**config.mk**
```make
export PLATFORM = sky130hd
export DESIGN_NAME = software_position_limit
export DESIGN_NICKNAME = d
export VERILOG_FILES = /design/src/hw/soft_limit_pkg.sv /design/src/hw/limit_bus_if.sv /design/src/hw/limit_clamp.sv /design/src/hw/software_position_limit.sv
export VERILOG_INCLUDE_DIRS = /design/src /design/src/hw
export SDC_FILE = /design/constraint.sdc
export NUM_CORES = 1
export LEC_CHECK = 0
export ABC_AREA = 1
export BUFFER_PORTS_ARGS = -buffer_cell sky130_fd_sc_hd__buf_2
export CAP_MARGIN = 20
export CORE_UTILIZATION = 50
export CTS_BUF_LIST = sky130_fd_sc_hd__clkbuf_4 sky130_fd_sc_hd__clkbuf_8
export CTS_CLUSTER_DIAMETER = 60
export DETAILED_ROUTE_END_ITERATION = 7
export PLACE_DENSITY_LB_ADDON = 0.25
export REMOVE_ABC_BUFFERS = 1
export SYNTH_ARGS = -nofsm -noshare
export SYNTH_HDL_FRONTEND = slang
export SYNTH_SLANG_ARGS = --single-unit
```
**constraint.sdc**
```tcl
create_clock -name pclk -period 12.3 [get_ports pclk]
set_clock_uncertainty 0.1 [all_clocks]
set_input_delay 1.845 -clock pclk [delete_from_list [all_inputs] [get_ports pclk]]
set_output_delay 1.845 -clock pclk [all_outputs]
set_load 0.03 [all_outputs]
```
**src/hw/soft_limit_params.svh**
```systemverilog
// register offsets, field positions and reset values of the soft limit block
`ifndef SOFT_LIMIT_PARAMS_SVH
`define SOFT_LIMIT_PARAMS_SVH
`define SL_OFF_COUNT   12'h000
`define SL_OFF_LOWER   12'h004
`define SL_OFF_UPPER   12'h008
`define SL_OFF_HOMEOFS 12'h00c
`define SL_OFF_STATUS  12'h010
`define SL_COUNT_VAL   8'h00
`define SL_RST_LIMIT   32'h00000000
`define SL_ST_ACTIVE   0
`define SL_ST_HOMED    1
`define SL_ST_CLAMPLO  2
`define SL_ST_CLAMPHI  3
`endif

```
**src/hw/soft_limit_pkg.sv**
```systemverilog
// types of the soft limit block
package soft_limit_pkg;
  typedef enum logic [1:0] {
    CLAMP_NONE = 2'b01,
    CLAMP_SAT  = 2'b10
  } clamp_mode_t;
endpackage : soft_limit_pkg

```
**src/hw/limit_bus_if.sv**
```systemverilog
// bound set passed from the register side to the comparator
`timescale 1ns/100ps
`default_nettype none
interface limit_bus_if #(parameter int W = 32);
  logic signed [W-1:0] lower;
  logic signed [W-1:0] upper;
  logic                active;
  modport src (output lower, output upper, output active);
  modport dst (input lower, input upper, input active);
endinterface : limit_bus_if
`default_nettype wire

```
**src/hw/limit_clamp.sv**
```systemverilog
// comparator that saturates a target against the active bounds
`timescale 1ns/100ps
`default_nettype none
module limit_clamp #(
  parameter int W = 32
) (
  limit_bus_if.dst           lim,
  input  wire logic signed [W-1:0] target,
  output logic signed [W-1:0]      result,
  output logic                     below,
  output logic                     above
);
  always_comb begin
    below  = lim.active && (target < lim.lower);
    above  = lim.active && (target > lim.upper);
    result = target;
    if (below) begin
      result = lim.lower;
    end else if (above) begin
      result = lim.upper;
    end
  end
endmodule : limit_clamp
`default_nettype wire

```
**src/hw/software_position_limit.sv**
```systemverilog
// software position limit: apb registers, bound selection, target clamping
//
// Functional notes
// check every target against active bounds; the code drops targets that arrive while clk_en is low
// bounds are limits minus home offset
// homed: use corrected bounds only if lower<upper
// unhomed: raw limits only if lower<upper
// saturate violating target to crossed bound
//
// Added by the designer: the register addresses and the APB register port.
`timescale 1ns/100ps
`default_nettype none
`include "soft_limit_params.svh"
module software_position_limit
  import soft_limit_pkg::*;
#(
  parameter int W = 32
) (
  input  wire logic                pclk,
  input  wire logic                presetn,
  input  wire logic                clk_en,
  input  wire logic                psel,
  input  wire logic                penable,
  input  wire logic                pwrite,
  input  wire logic [11:0]         paddr,
  input  wire logic [31:0]         pwdata,
  output logic [31:0]              prdata,
  output logic                     pready,
  output logic                     pslverr,
  input  wire logic                homing_done,
  input  wire logic                target_valid,
  input  wire logic signed [W-1:0] target_pos,
  output logic                     cmd_valid,
  output logic signed [W-1:0]      cmd_pos,
  output logic                     cmd_clamped
);
  initial begin
    if (W != 32) $error("software_position_limit supports only W = 32");
  end

  typedef struct packed {
    logic signed [31:0] lower;
    logic signed [31:0] upper;
    logic signed [31:0] home_ofs;
    logic [31:0]        prdata;
    logic               pready;
    logic               pslverr;
    logic               cmd_valid;
    logic signed [31:0] cmd_pos;
    logic               cmd_clamped;
    logic               hit_lo;
    logic               hit_hi;
  } state_t;

  state_t st_ff;
  state_t nxt_st;

  limit_bus_if #(.W(W)) lim ();

  logic signed [W-1:0] clamp_out;
  logic                clamp_lo;
  logic                clamp_hi;
  logic signed [W-1:0] corr_lo;
  logic signed [W-1:0] corr_hi;
  clamp_mode_t         mode;

  // corrected bounds wrap in two's complement, like the drive's own arithmetic
  assign corr_lo = st_ff.lower - st_ff.home_ofs;
  assign corr_hi = st_ff.upper - st_ff.home_ofs;

  always_comb begin
    if (homing_done) begin
      lim.lower  = corr_lo;
      lim.upper  = corr_hi;
      mode       = (corr_lo < corr_hi) ? CLAMP_SAT : CLAMP_NONE;
    end else begin
      lim.lower  = st_ff.lower;
      lim.upper  = st_ff.upper;
      mode       = (st_ff.lower < st_ff.upper) ? CLAMP_SAT : CLAMP_NONE;
    end
    lim.active = (mode == CLAMP_SAT);
  end

  limit_clamp #(.W(W)) u_clamp (
    .lim    (lim),
    .target (target_pos),
    .result (clamp_out),
    .below  (clamp_lo),
    .above  (clamp_hi)
  );

  logic apb_acc;
  assign apb_acc = psel && penable && !st_ff.pready;

  always_comb begin
    nxt_st           = st_ff;
    nxt_st.pready    = 1'b0;
    nxt_st.pslverr   = 1'b0;
    nxt_st.cmd_valid = target_valid;
    // one result per target taken while clk_en is high, registered so outputs come from flip-flops
    if (target_valid) begin
      nxt_st.cmd_pos     = clamp_out;
      nxt_st.cmd_clamped = clamp_lo || clamp_hi;
      nxt_st.hit_lo      = clamp_lo;
      nxt_st.hit_hi      = clamp_hi;
    end
    // one wait state: answer in the cycle after the first access cycle
    if (apb_acc) begin
      nxt_st.pready = 1'b1;
      nxt_st.prdata = 32'h00000000;
      unique case (paddr)
        `SL_OFF_COUNT: begin
          if (pwrite) begin
            nxt_st.pslverr = 1'b1;
          end else begin
            nxt_st.prdata = {24'h000000, `SL_COUNT_VAL};
          end
        end
        `SL_OFF_LOWER: begin
          if (pwrite) begin
            nxt_st.lower = pwdata;
          end else begin
            nxt_st.prdata = st_ff.lower;
          end
        end
        `SL_OFF_UPPER: begin
          if (pwrite) begin
            nxt_st.upper = pwdata;
          end else begin
            nxt_st.prdata = st_ff.upper;
          end
        end
        `SL_OFF_HOMEOFS: begin
          if (pwrite) begin
            nxt_st.home_ofs = pwdata;
          end else begin
            nxt_st.prdata = st_ff.home_ofs;
          end
        end
        `SL_OFF_STATUS: begin
          if (pwrite) begin
            nxt_st.pslverr = 1'b1;
          end else begin
            nxt_st.prdata[`SL_ST_ACTIVE]  = lim.active;
            nxt_st.prdata[`SL_ST_HOMED]   = homing_done;
            nxt_st.prdata[`SL_ST_CLAMPLO] = st_ff.hit_lo;
            nxt_st.prdata[`SL_ST_CLAMPHI] = st_ff.hit_hi;
          end
        end
        default: begin
          nxt_st.pslverr = 1'b1;
        end
      endcase
    end
  end

  always_ff @(posedge pclk or negedge presetn) begin
    if (!presetn) begin
      st_ff          <= '0;
      st_ff.lower    <= `SL_RST_LIMIT;
      st_ff.upper    <= `SL_RST_LIMIT;
    end else if (clk_en) begin
      st_ff <= nxt_st;
    end
  end

  assign prdata      = st_ff.prdata;
  assign pready      = st_ff.pready;
  assign pslverr     = st_ff.pslverr;
  assign cmd_valid   = st_ff.cmd_valid;
  assign cmd_pos     = st_ff.cmd_pos;
  assign cmd_clamped = st_ff.cmd_clamped;
endmodule : software_position_limit
`default_nettype wire

```
==> results.json, run 1 <==
{
  "status": "complete, no violations",
  "hold-path-endpoint": "prdata[7]$_DFFE_PN0P_",
  "cts_tree": "yes",
  "final_common_cell": "nand2_1",
  "wirelength_um": 47200,
  "path_class": "flip-flop to flip-flop",
  "cts_root_buf": "clkbuf_8",
  "die_area_um2": 31100,
  "fmax_mhz": 169,
  "grt_pass1_vias": 13947,
  "die_w_um": 176,
  "hold_class": "flip-flop to flip-flop",
  "reg2reg_to": "cmd_pos[24]$_DFFE_PN0P_",
  "async_flop_share_pct": 100,
  "clockBufferDepth": 2,
  "final_area_um2": 16300,
  "fin_util_pct": 54.7,
  "area_growth_pct": 7.09,
  "hold_viol": 0,
  "n_fill_cell": 2989,
  "power.density_nw_per_um2": 84.3,
  "grt_max_degree": 98,
  "synth_edf_count": 0,
  "dr.pass1.iters": 6,
  "rr_worst_depth": 32,
  "fin_nets": 2493,
  "synth_area_um2": 15200,
  "avgViaCountPerCell": 5.66,
  "grt_use_total_pct": 31.1,
  "vias": 14854,
  "diodes": 0,
  "required_ns": 12.64,
  "critPathMostFrequentCell": "nand2_1",
  "ys_warn_count": 0,
  "setup_viol": 0,
  "dpl.hpwl_um": 36800,
  "cts.sinks": 166,
  "cp_slowest_cell": "nand4_4",
  "period_share_pct": 48.0,
  "setup_ws_ns": 6.40,
  "core_region_area_um2": 29800,
  "cpLargestDelayFamily": "simple AND/OR/NAND/NOR gates",
  "holdPathStages": 2,
  "cp-start-kind": "flip-flop",
  "power_leakage_nw": 8.73,
  "cp.buffers_inverters": 4,
  "std_cell_rows": 63,
  "ys_types": 53,
  "antenna_found_initial": 0,
  "period_minus_slack_ns": 5.90,
  "grt_overflow": 0,
  "place_area_um2": 15800,
  "cap_violations": 0,
  "slew_headroom_pct": 36.3,
  "htreeDepth": 4,
  "layout_common_cells": "nand2_1, inv_1, o21ai_0, ha_1, nor2_1",
  "worstPathArrival_ns": 6.25,
  "tightest_slew_ns": 0.956,
  "tns_ns": 0,
  "wl_per_cell_um": 18.0,
  "r2r-start": "st_ff[134]$_DFFE_PN0P_",
  "worstHoldStart": "prdata[7]$_DFFE_PN0P_",
  "pre_cts_ws_ns": 6.18,
  "die_height_um": 176,
  "slowest_delay_ns": 0.58,
  "syn_avg_cell_area_um2": 7.02,
  "syn_inst": 2169,
  "fin_cells": 2626,
  "post_cts_resized": 0,
  "cts_setup_buffers": 0,
  "rsz0062_at_grt": "no",
  "clk_pin_slew_ns": 0.10,
  "drv_slew": 0,
  "worstSetupEndpointType": "flip-flop",
  "multi_input_area_um2": 9160,
  "gp_congestion": 0.986,
  "cts_hold_buf": 0,
  "drc": 0,
  "synthFlopType": "dfrtp_1",
  "ir_drop_mv": 0.0599,
  "yosysSeqAreaShare_pct": 27.3,
  "seqCellArea_um2": 4150,
  "reg2reg_slack_ns": 6.40,
  "start_util_pct": 51.1,
  "grt_pass1_wl_um": 75100,
  "antenna_left": 0,
  "io_pins": 152,
  "layout-drive-gt1-share_pct": 10.6,
  "crit_fanout": 36,
  "cts_inserted_buffers": 17,
  "clk_latency_ns": 0.49,
  "port-buffer-count": 151,
  "ys_ff_latch": 166,
  "first_iter_violations": 1378,
  "dpl.cell_count": 2594
}
## where the power goes
group	leakage, nW	internal, mW	total [mW]	switching, mW
Sequential	2.26	0.568	0.583	0.0150
Clock	0.233	0.235	0.472	0.236
Combinational	6.23	0.0971	0.318	0.221
## synth_stat cells, types with 15 or more instances
cell type	count	area, um2
dfrtp_1	166	4150
xnor2_1	22	193
mux2i_1	18	180
inv_1	287	1080
nand4_1	58	363
nor3_1	16	80.1
a31oi_1	15	93.8
a221oi_1	35	307
xor2_1	26	228
buf_4	66	495
o21ai_0	213	1070
nand2_1	514	1930
nand3_1	98	490
ha_1	184	2300
a21oi_1	108	541
nor2_1	182	683
clkbuf_1	50	188
## cells by family after synthesis
group                    synth area share [%]
AO/OA/AOI/OAI                            15.6
XOR/XNOR                                 2.76
adder cells (fa/ha/maj)                  15.4
buffers and inverters                    12.6
flip-flops                               27.3
multiplexers                             1.18
AND/OR/NAND/NOR                          25.1
## metrics by stage
stage,total power [mW],hold WS (ns)
floorplan,0.792,0.351
global placement,0.902,0.364
detailed placement,0.909,0.368
CTS,1.38,0.390
global route,1.44,0.405
finish,1.37,0.385
## layer usage
layer  global-route usage (%)  up-vias  routed length, um
met5                        0        -                  0
met3                     4.33       65               4130
met2                     46.8      641              19700
met1                     46.4     6898              22400
li1                         -     7250                  -
met4                     8.33        0                999
## area by class of cell
cell class | count | share of cell area [%]
clock buffer | 19 | 1.60
clock inverter | 13 | 1.19
inverter | 299 | 6.90
multi-input combinational | 1574 | 56.2
sequential | 166 | 25.5
tap | 390 | 2.99
timing repair buffer | 165 | 5.60
## worst reg2reg max path, delay by kind of cell, from the launching register on
family | cells | cell delay (ns)
AOI/OAI and AO/OA | 6 | 1.35
DFF | 1 | 0.43
adders and majority gates | 3 | 0.95
buffers and inverters | 4 | 0.31
and+or+nand+nor | 19 | 2.71
## registers in the layout (all words and copies together), names as in the netlist
name	cells
pslverr	1
cmd_clamped	1
cmd_valid	1
prdata	32
pready	1
st_ff	98
cmd_pos	32
## how the worst max path moves through the flow
| stage | from | to | slack, ns | depth (start not counted) |
|---|---|---|---|---|
| 6_report | st_ff[134]$_DFFE_PN0P_ | cmd_pos[24]$_DFFE_PN0P_ | 6.40 | 32 |
| 5_1_grt | st_ff[134]$_DFFE_PN0P_ | cmd_pos[27]$_DFFE_PN0P_ | 5.71 | 32 |
| 4_1_cts | st_ff[134]$_DFFE_PN0P_ | cmd_pos[13]$_DFFE_PN0P_ | 6.49 | 32 |
| 3_5_place_dp | homing_done | cmd_pos[13]$_DFFE_PN0P_ | 6.18 | 17 |
| 3_3_place_gp | homing_done | cmd_pos[13]$_DFFE_PN0P_ | 6.27 | 17 |
| 2_1_floorplan | homing_done | cmd_pos[0]$_DFFE_PN0P_ | 6.56 | 14 |
No activity file was read; power rests on OpenSTA's default activity.
==> run 2, diff against run 1 <==
==> constraint.sdc (replaced) <==
create_clock -name pclk -period 5.54 [get_ports pclk]
set_clock_uncertainty 0.1 [all_clocks]
set_input_delay 0.831 -clock pclk [delete_from_list [all_inputs] [get_ports pclk]]
set_output_delay 0.831 -clock pclk [all_outputs]
set_load 0.03 [all_outputs]
==> results.json, run 2 (synthesis results as in run 1) <==
{
  "die_w_um": 176,
  "layout-drive-gt1-share_pct": 11.4,
  "required_ns": 5.87,
  "tightest_slew_ns": 1.02,
  "grt_max_degree": 94,
  "grt_pass1_vias": 13881,
  "grt_use_total_pct": 30.9,
  "worstSetupStartpoint": "st_ff[92]$_DFFE_PN0P_",
  "tns_ns": 0,
  "cpLargestDelayFamily": "simple AND/OR/NAND/NOR gates",
  "std_cell_rows": 63,
  "hold_class": "input port to async pin",
  "p_total_mw": 3.04,
  "fin_nets": 2511,
  "grt_overflow": 0,
  "clk_pin_slew_ns": 0.10,
  "cp-start-kind": "flip-flop",
  "path_cells": "inv_1 -> ha_1 -> nand2_1 -> nor4_1 -> nand3_1 -> nand2_1 -> inv_1 -> o21ai_0 -> or2_2 -> nand3_1 -> o21ai_0 -> ha_1 -> nand2_1 -> nor2_1 -> nand4_1 -> nor2_1 -> a211oi_1 -> a21oi_1 -> nor2_2 -> buf_6 -> nand4_1 -> nand3_1 -> nand2_1",
  "dr.pass1.iters": 5,
  "setup_viol": 0,
  "reg2reg_slack_ns": 0.39,
  "rr_worst_depth": 23,
  "worstSetupEndpointType": "flip-flop",
  "regMostFlops": "st_ff",
  "cts_inserted_buffers": 17,
  "r2r-start": "st_ff[92]$_DFFE_PN0P_",
  "diodes": 0,
  "clockBufferDepth": 2,
  "gp_congestion": 0.992,
  "antenna_left": 0,
  "die_area_um2": 31100,
  "fmax_mhz": 194,
  "fin_util_pct": 55.3,
  "path_class": "flip-flop to flip-flop",
  "cp_slowest_cell": "nor4_1",
  "drv_slew": 0,
  "dpl.hpwl_um": 37400,
  "cts.sinks": 166,
  "ir_drop_mv": 0.153,
  "worstPathArrival_ns": 5.48,
  "clk_latency_ns": 0.52,
  "critPathMostFrequentCell": "nand2_1",
  "period_share_pct": 93.0,
  "status": "complete, no violations",
  "avgViaCountPerCell": 5.67,
  "multi_input_area_um2": 9190,
  "core_region_area_um2": 29800,
  "layout_common_cells": "nand2_1, inv_1, o21ai_0, ha_1, nor2_1",
  "wl_per_cell_um": 17.9,
  "hold_viol": 0,
  "endpoint": "cmd_pos[21]$_DFFE_PN0P_",
  "final_common_cell": "nand2_1",
  "slowest_delay_ns": 0.67,
  "start_util_pct": 51.1,
  "drc": 0,
  "reg2reg_to": "cmd_pos[21]$_DFFE_PN0P_",
  "area_growth_pct": 8.23,
  "slew_headroom_pct": 32.2,
  "largest_reg_flops": 98,
  "grt_pass1_wl_um": 74600,
  "cts_tree": "yes",
  "seqCellArea_um2": 4150,
  "cp.depth": 23,
  "n_fill_cell": 2961,
  "io_pins": 152,
  "cts_root_buf": "clkbuf_8",
  "cts_hold_buf": 0,
  "power_leakage_nw": 8.83,
  "port-buffer-count": 151,
  "power.density_nw_per_um2": 185,
  "crit_fanout": 24,
  "cp.buffers_inverters": 3,
  "first_iter_violations": 1415,
  "die_height_um": 176,
  "rsz0062_at_grt": "no",
  "htreeDepth": 4,
  "antenna_found_initial": 0,
  "wirelength_um": 47300,
  "vias": 14990,
  "period_minus_slack_ns": 5.15,
  "cap_violations": 0
}
[run 2: cell types whose count changed in the layout (fill, tap and decap cells not counted), moves of 2 or more]
cell	before	now
buf_8	0	2
inv_6	2	4
a21oi_1	108	106
buf_12	2	4
buf_4	11	24
a21oi_2	0	2
[run 2: worst register-to-register path, cell delays in order, from the launching register on]
cell and delay [ns]:
dfrtp_1 0.39, inv_1 0.10, ha_1 0.38, nand2_1 0.14, nor4_1 0.67, nand3_1 0.26, nand2_1 0.24, inv_1 0.09
o21ai_0 0.22, or2_2 0.17, nand3_1 0.06, o21ai_0 0.25, ha_1 0.34, nand2_1 0.08, nor2_1 0.06, nand4_1 0.10
nor2_1 0.06, a211oi_1 0.28, a21oi_1 0.13, nor2_2 0.33, buf_6 0.28, nand4_1 0.15, nand3_1 0.14, nand2_1 0.06
[run 2: layer usage]
layer | vias up | routed length, um | GRT usage (%) | part of all wire (%)
li1 | 7296 | - | - | -
met1 | 6998 | 23000 | 46.6 | 49
met2 | 627 | 19800 | 45.9 | 42
met3 | 69 | 3390 | 3.38 | 7.2
met4 | 0 | 1110 | 9.66 | 2.3
met5 | - | 0 | 0 | 0
[run 2: per-stage QoR]
stage / setup slack, ns / hold slack, ns / instances / area [um2]
2_1_floorplan: 0.491 / 0.351 / 2039 / 14400
3_5_place_dp: 0.263 / 0.368 / 2609 / 16000
6_report: 0.386 / 0.220 / 2644 / 16500
4_1_cts: 0.227 / 0.233 / 2641 / 16400
3_3_place_gp: 0.457 / 0.362 / 2606 / 15900
5_1_grt: 0.0202 / 0.274 / 2644 / 16500
[run 2: layout make-up]
type,count,share of cell area (%)
multi-input combinational,1575,55.8
sequential,166,25.2
inverter,299,6.86
timing repair buffer,182,6.46
tap,390,2.96
clock buffer,18,1.50
clock inverter,14,1.19
[run 2: worst min path at each step]
stage | to | slack [ns]
floorplan | st_ff[1]$_DFFE_PN0P_ | 0.35
global placement | prdata[4]$_DFFE_PN0P_ | 0.36
detailed placement | prdata[27]$_DFFE_PN0P_ | 0.37
CTS | prdata[9]$_DFFE_PN0P_ | 0.23
global route | prdata[8]$_DFFE_PN0P_ | 0.27
finish | prdata[8]$_DFFE_PN0P_ | 0.22
[run 2: where the power goes]
part	internal [mW]	total (mW)	switching, mW
sequential	1.26	1.29	0.0296
combinational	0.228	0.725	0.498
clock	0.508	1.02	0.516
total	2.00	3.04	1.04
[run 2: what timing repair did]
item,in CTS,in global routing
buffers inserted,0,2
endpoints found under the setup margin,0,36
resized for setup,0,11
==> run 3, diff against run 2 <==
--- a/config.mk
+++ b/config.mk
@@ -6,7 +6,6 @@
 export SDC_FILE = /design/constraint.sdc
 export NUM_CORES = 1
 export LEC_CHECK = 0
-export ABC_AREA = 1
 export BUFFER_PORTS_ARGS = -buffer_cell sky130_fd_sc_hd__buf_2
 export CAP_MARGIN = 20
 export CORE_UTILIZATION = 50
==> results.json, run 3 <==
{
  "status": "finished with violations",
  "violations": "negative setup slack",
  "synth_edf_count": 0,
  "clk_latency_ns": 0.51,
  "clk_pin_slew_ns": 0.10,
  "io_pins": 152,
  "first_iter_violations": 912,
  "vias": 13934,
  "grt_overflow": 0,
  "grt_use_total_pct": 32.2,
  "core_region_area_um2": 28800,
  "fin_util_pct": 63.7,
  "p_total_mw": 2.78,
  "area_growth_pct": 25.3,
  "power_leakage_nw": 9.42,
  "fin_nets": 2245,
  "yosysSeqAreaShare_pct": 28.4,
  "yosysMostFrequentCell": "ha_1",
  "period_share_pct": 108,
  "async_flop_share_pct": 100,
  "antenna_found_initial": 0,
  "drc": 0,
  "cp-start-kind": "flip-flop",
  "wirelength_um": 48100,
  "cts_tree": "yes",
  "die_w_um": 173,
  "gp_congestion": 0.957,
  "clockBufferDepth": 2,
  "period_minus_slack_ns": 5.98,
  "die_height_um": 173,
  "hold_class": "input port to async pin",
  "worstSetupEndpointType": "flip-flop",
  "dpl.hpwl_um": 36700,
  "wl_per_cell_um": 20.3,
  "fin_hold_ws_ns": 0.222,
  "cts.sinks": 166,
  "tightest_slew_ns": 1.01,
  "final_common_cell": "buf_4",
  "worstPathArrival_ns": 6.31,
  "cts_hold_buf": 0,
  "final_area_um2": 18300,
  "netlist_top_cells_count": "ha_1, nand2_1, dfrtp_1",
  "pre_cts_ws_ns": -0.737,
  "regMostFlops": "st_ff",
  "grt_pass1_vias": 13843,
  "ir_drop_mv": 0.139,
  "antenna_left": 0,
  "synth_top_area_share_pct": 28.4,
  "syn_inst": 1651,
  "place_area_um2": 17100,
  "ys_ff_latch": 166,
  "reg2reg_slack_ns": -0.44,
  "start_util_pct": 50.8,
  "syn_avg_cell_area_um2": 8.86,
  "diodes": 0,
  "r2r-start": "st_ff[76]$_DFFE_PN0P_",
  "fmax_mhz": 167,
  "fin_cells": 2372,
  "cap_violations": 0,
  "port-buffer-count": 151,
  "cts_root_buf": "clkbuf_8",
  "required_ns": 5.87,
  "avgViaCountPerCell": 5.87,
  "ys_warn_count": 0,
  "synthFlopType": "dfrtp_1",
  "largest_reg_flops": 98,
  "slew_headroom_pct": 32.3,
  "synth.largest_area_cell": "dfrtp_1",
  "power.density_nw_per_um2": 152,
  "std_cell_rows": 62,
  "path_class": "flip-flop to flip-flop",
  "hold_viol": 0,
  "htreeDepth": 4,
  "grt_max_degree": 69,
  "synth_area_um2": 14600,
  "setup_viol": 36,
  "ys_types": 83,
  "layout-drive-gt1-share_pct": 32.5,
  "rsz0062_at_grt": "yes",
  "grt_pass1_wl_um": 75300,
  "die_area_um2": 29900,
  "rr_worst_depth": 24,
  "drv_slew": 0,
  "crit_fanout": 5,
  "dr.pass1.iters": 5,
  "layout_common_cells": "buf_4, nand2_1, ha_1, dfrtp_1, buf_2",
  "cts_inserted_buffers": 17,
  "synth.area.top_cells": "dfrtp_1, ha_1, mux2_2",
  "setup_ws_ns": -0.439,
  "reg2reg_to": "cmd_pos[11]$_DFFE_PN0P_",
  "tns_ns": -13.02,
  "dpl.cell_count": 2314
}
run 3: final cells by class:
cell class | instances | area [um2]
clock buffers | 22 | 284
inverters | 130 | 488
repair buffers | 427 | 2980
fillers | 2452 | 10500
flip-flops and latches | 166 | 4150
multi-input cells | 1233 | 9810
clock inverters | 10 | 124
well taps | 384 | 480
run 3: critical path, cell delays in order, from the launching register on:
cell and delay [ns]:
dfrtp_1 0.38, inv_1 0.07, ha_1 0.32, a21oi_1 0.22
o21ai_0 0.16, a21oi_2 0.15, buf_4 0.15, o311ai_1 0.11
buf_4 0.18, a311o_1 0.42, buf_4 0.17, a31oi_1 0.33
o21ai_0 0.16, and4b_1 0.26, ha_1 0.32, nand4_1 0.16
or4_4 0.46, o211ai_1 0.18, a211o_1 0.17, mux2i_1 0.28
nand2b_4 0.18, and4bb_2 0.26, a21oi_4 0.25, mux2_4 0.33
o221ai_2 0.12
run 3: worst max path at each step:
| stage | start | end |
|---|---|---|
| after CTS | st_ff[102]$_DFFE_PN0P_ | cmd_pos[11]$_DFFE_PN0P_ |
| after floorplan | st_ff[84]$_DFFE_PN0P_ | cmd_pos[11]$_DFFE_PN0P_ |
| final | st_ff[76]$_DFFE_PN0P_ | cmd_pos[11]$_DFFE_PN0P_ |
| after global routing | st_ff[102]$_DFFE_PN0P_ | cmd_pos[18]$_DFFE_PN0P_ |
| after detailed placement | st_ff[84]$_DFFE_PN0P_ | cmd_pos[18]$_DFFE_PN0P_ |
| after global placement | st_ff[102]$_DFFE_PN0P_ | cmd_pos[23]$_DFFE_PN0P_ |
run 3: routing by layer:
| metal | vias up | GRT usage [%] | wire length [um] | share of wire (%) |
|---|---|---|---|---|
| li1 | 6592 | - | - | - |
| met1 | 6781 | 43.8 | 21500 | 45 |
| met2 | 493 | 52.0 | 22400 | 47 |
| met3 | 68 | 4.75 | 2810 | 5.8 |
| met4 | 0 | 11.4 | 1300 | 2.7 |
| met5 | - | 0 | 0 | 0 |
run 3: report_power, final:
part           switching [mW]  total [mW]  internal [mW]
Clock                   0.516       0.958          0.442
Combinational           0.334       0.535          0.201
Sequential             0.0397        1.29           1.25
run 3: cells by family after synthesis:
| family | count (synthesis) | share of synthesized area [%] |
|---|---|---|
| multiplexers | 122 | 9.01 |
| AO/OA/AOI/OAI | 480 | 22.1 |
| AND/OR/NAND/NOR | 385 | 12.5 |
| XOR/XNOR | 60 | 3.70 |
| buffers and inverters | 252 | 8.33 |
| adder cells (fa/ha/maj) | 186 | 16.0 |
| flip-flops | 166 | 28.4 |
run 3: what timing repair did:
item | in CTS | in global routing
setup endpoints to repair | 36 | 36
setup buffers | 16 | 12
pin swaps | 41 | 34
cloned | 1 | 0
gates resized for setup | 67 | 57
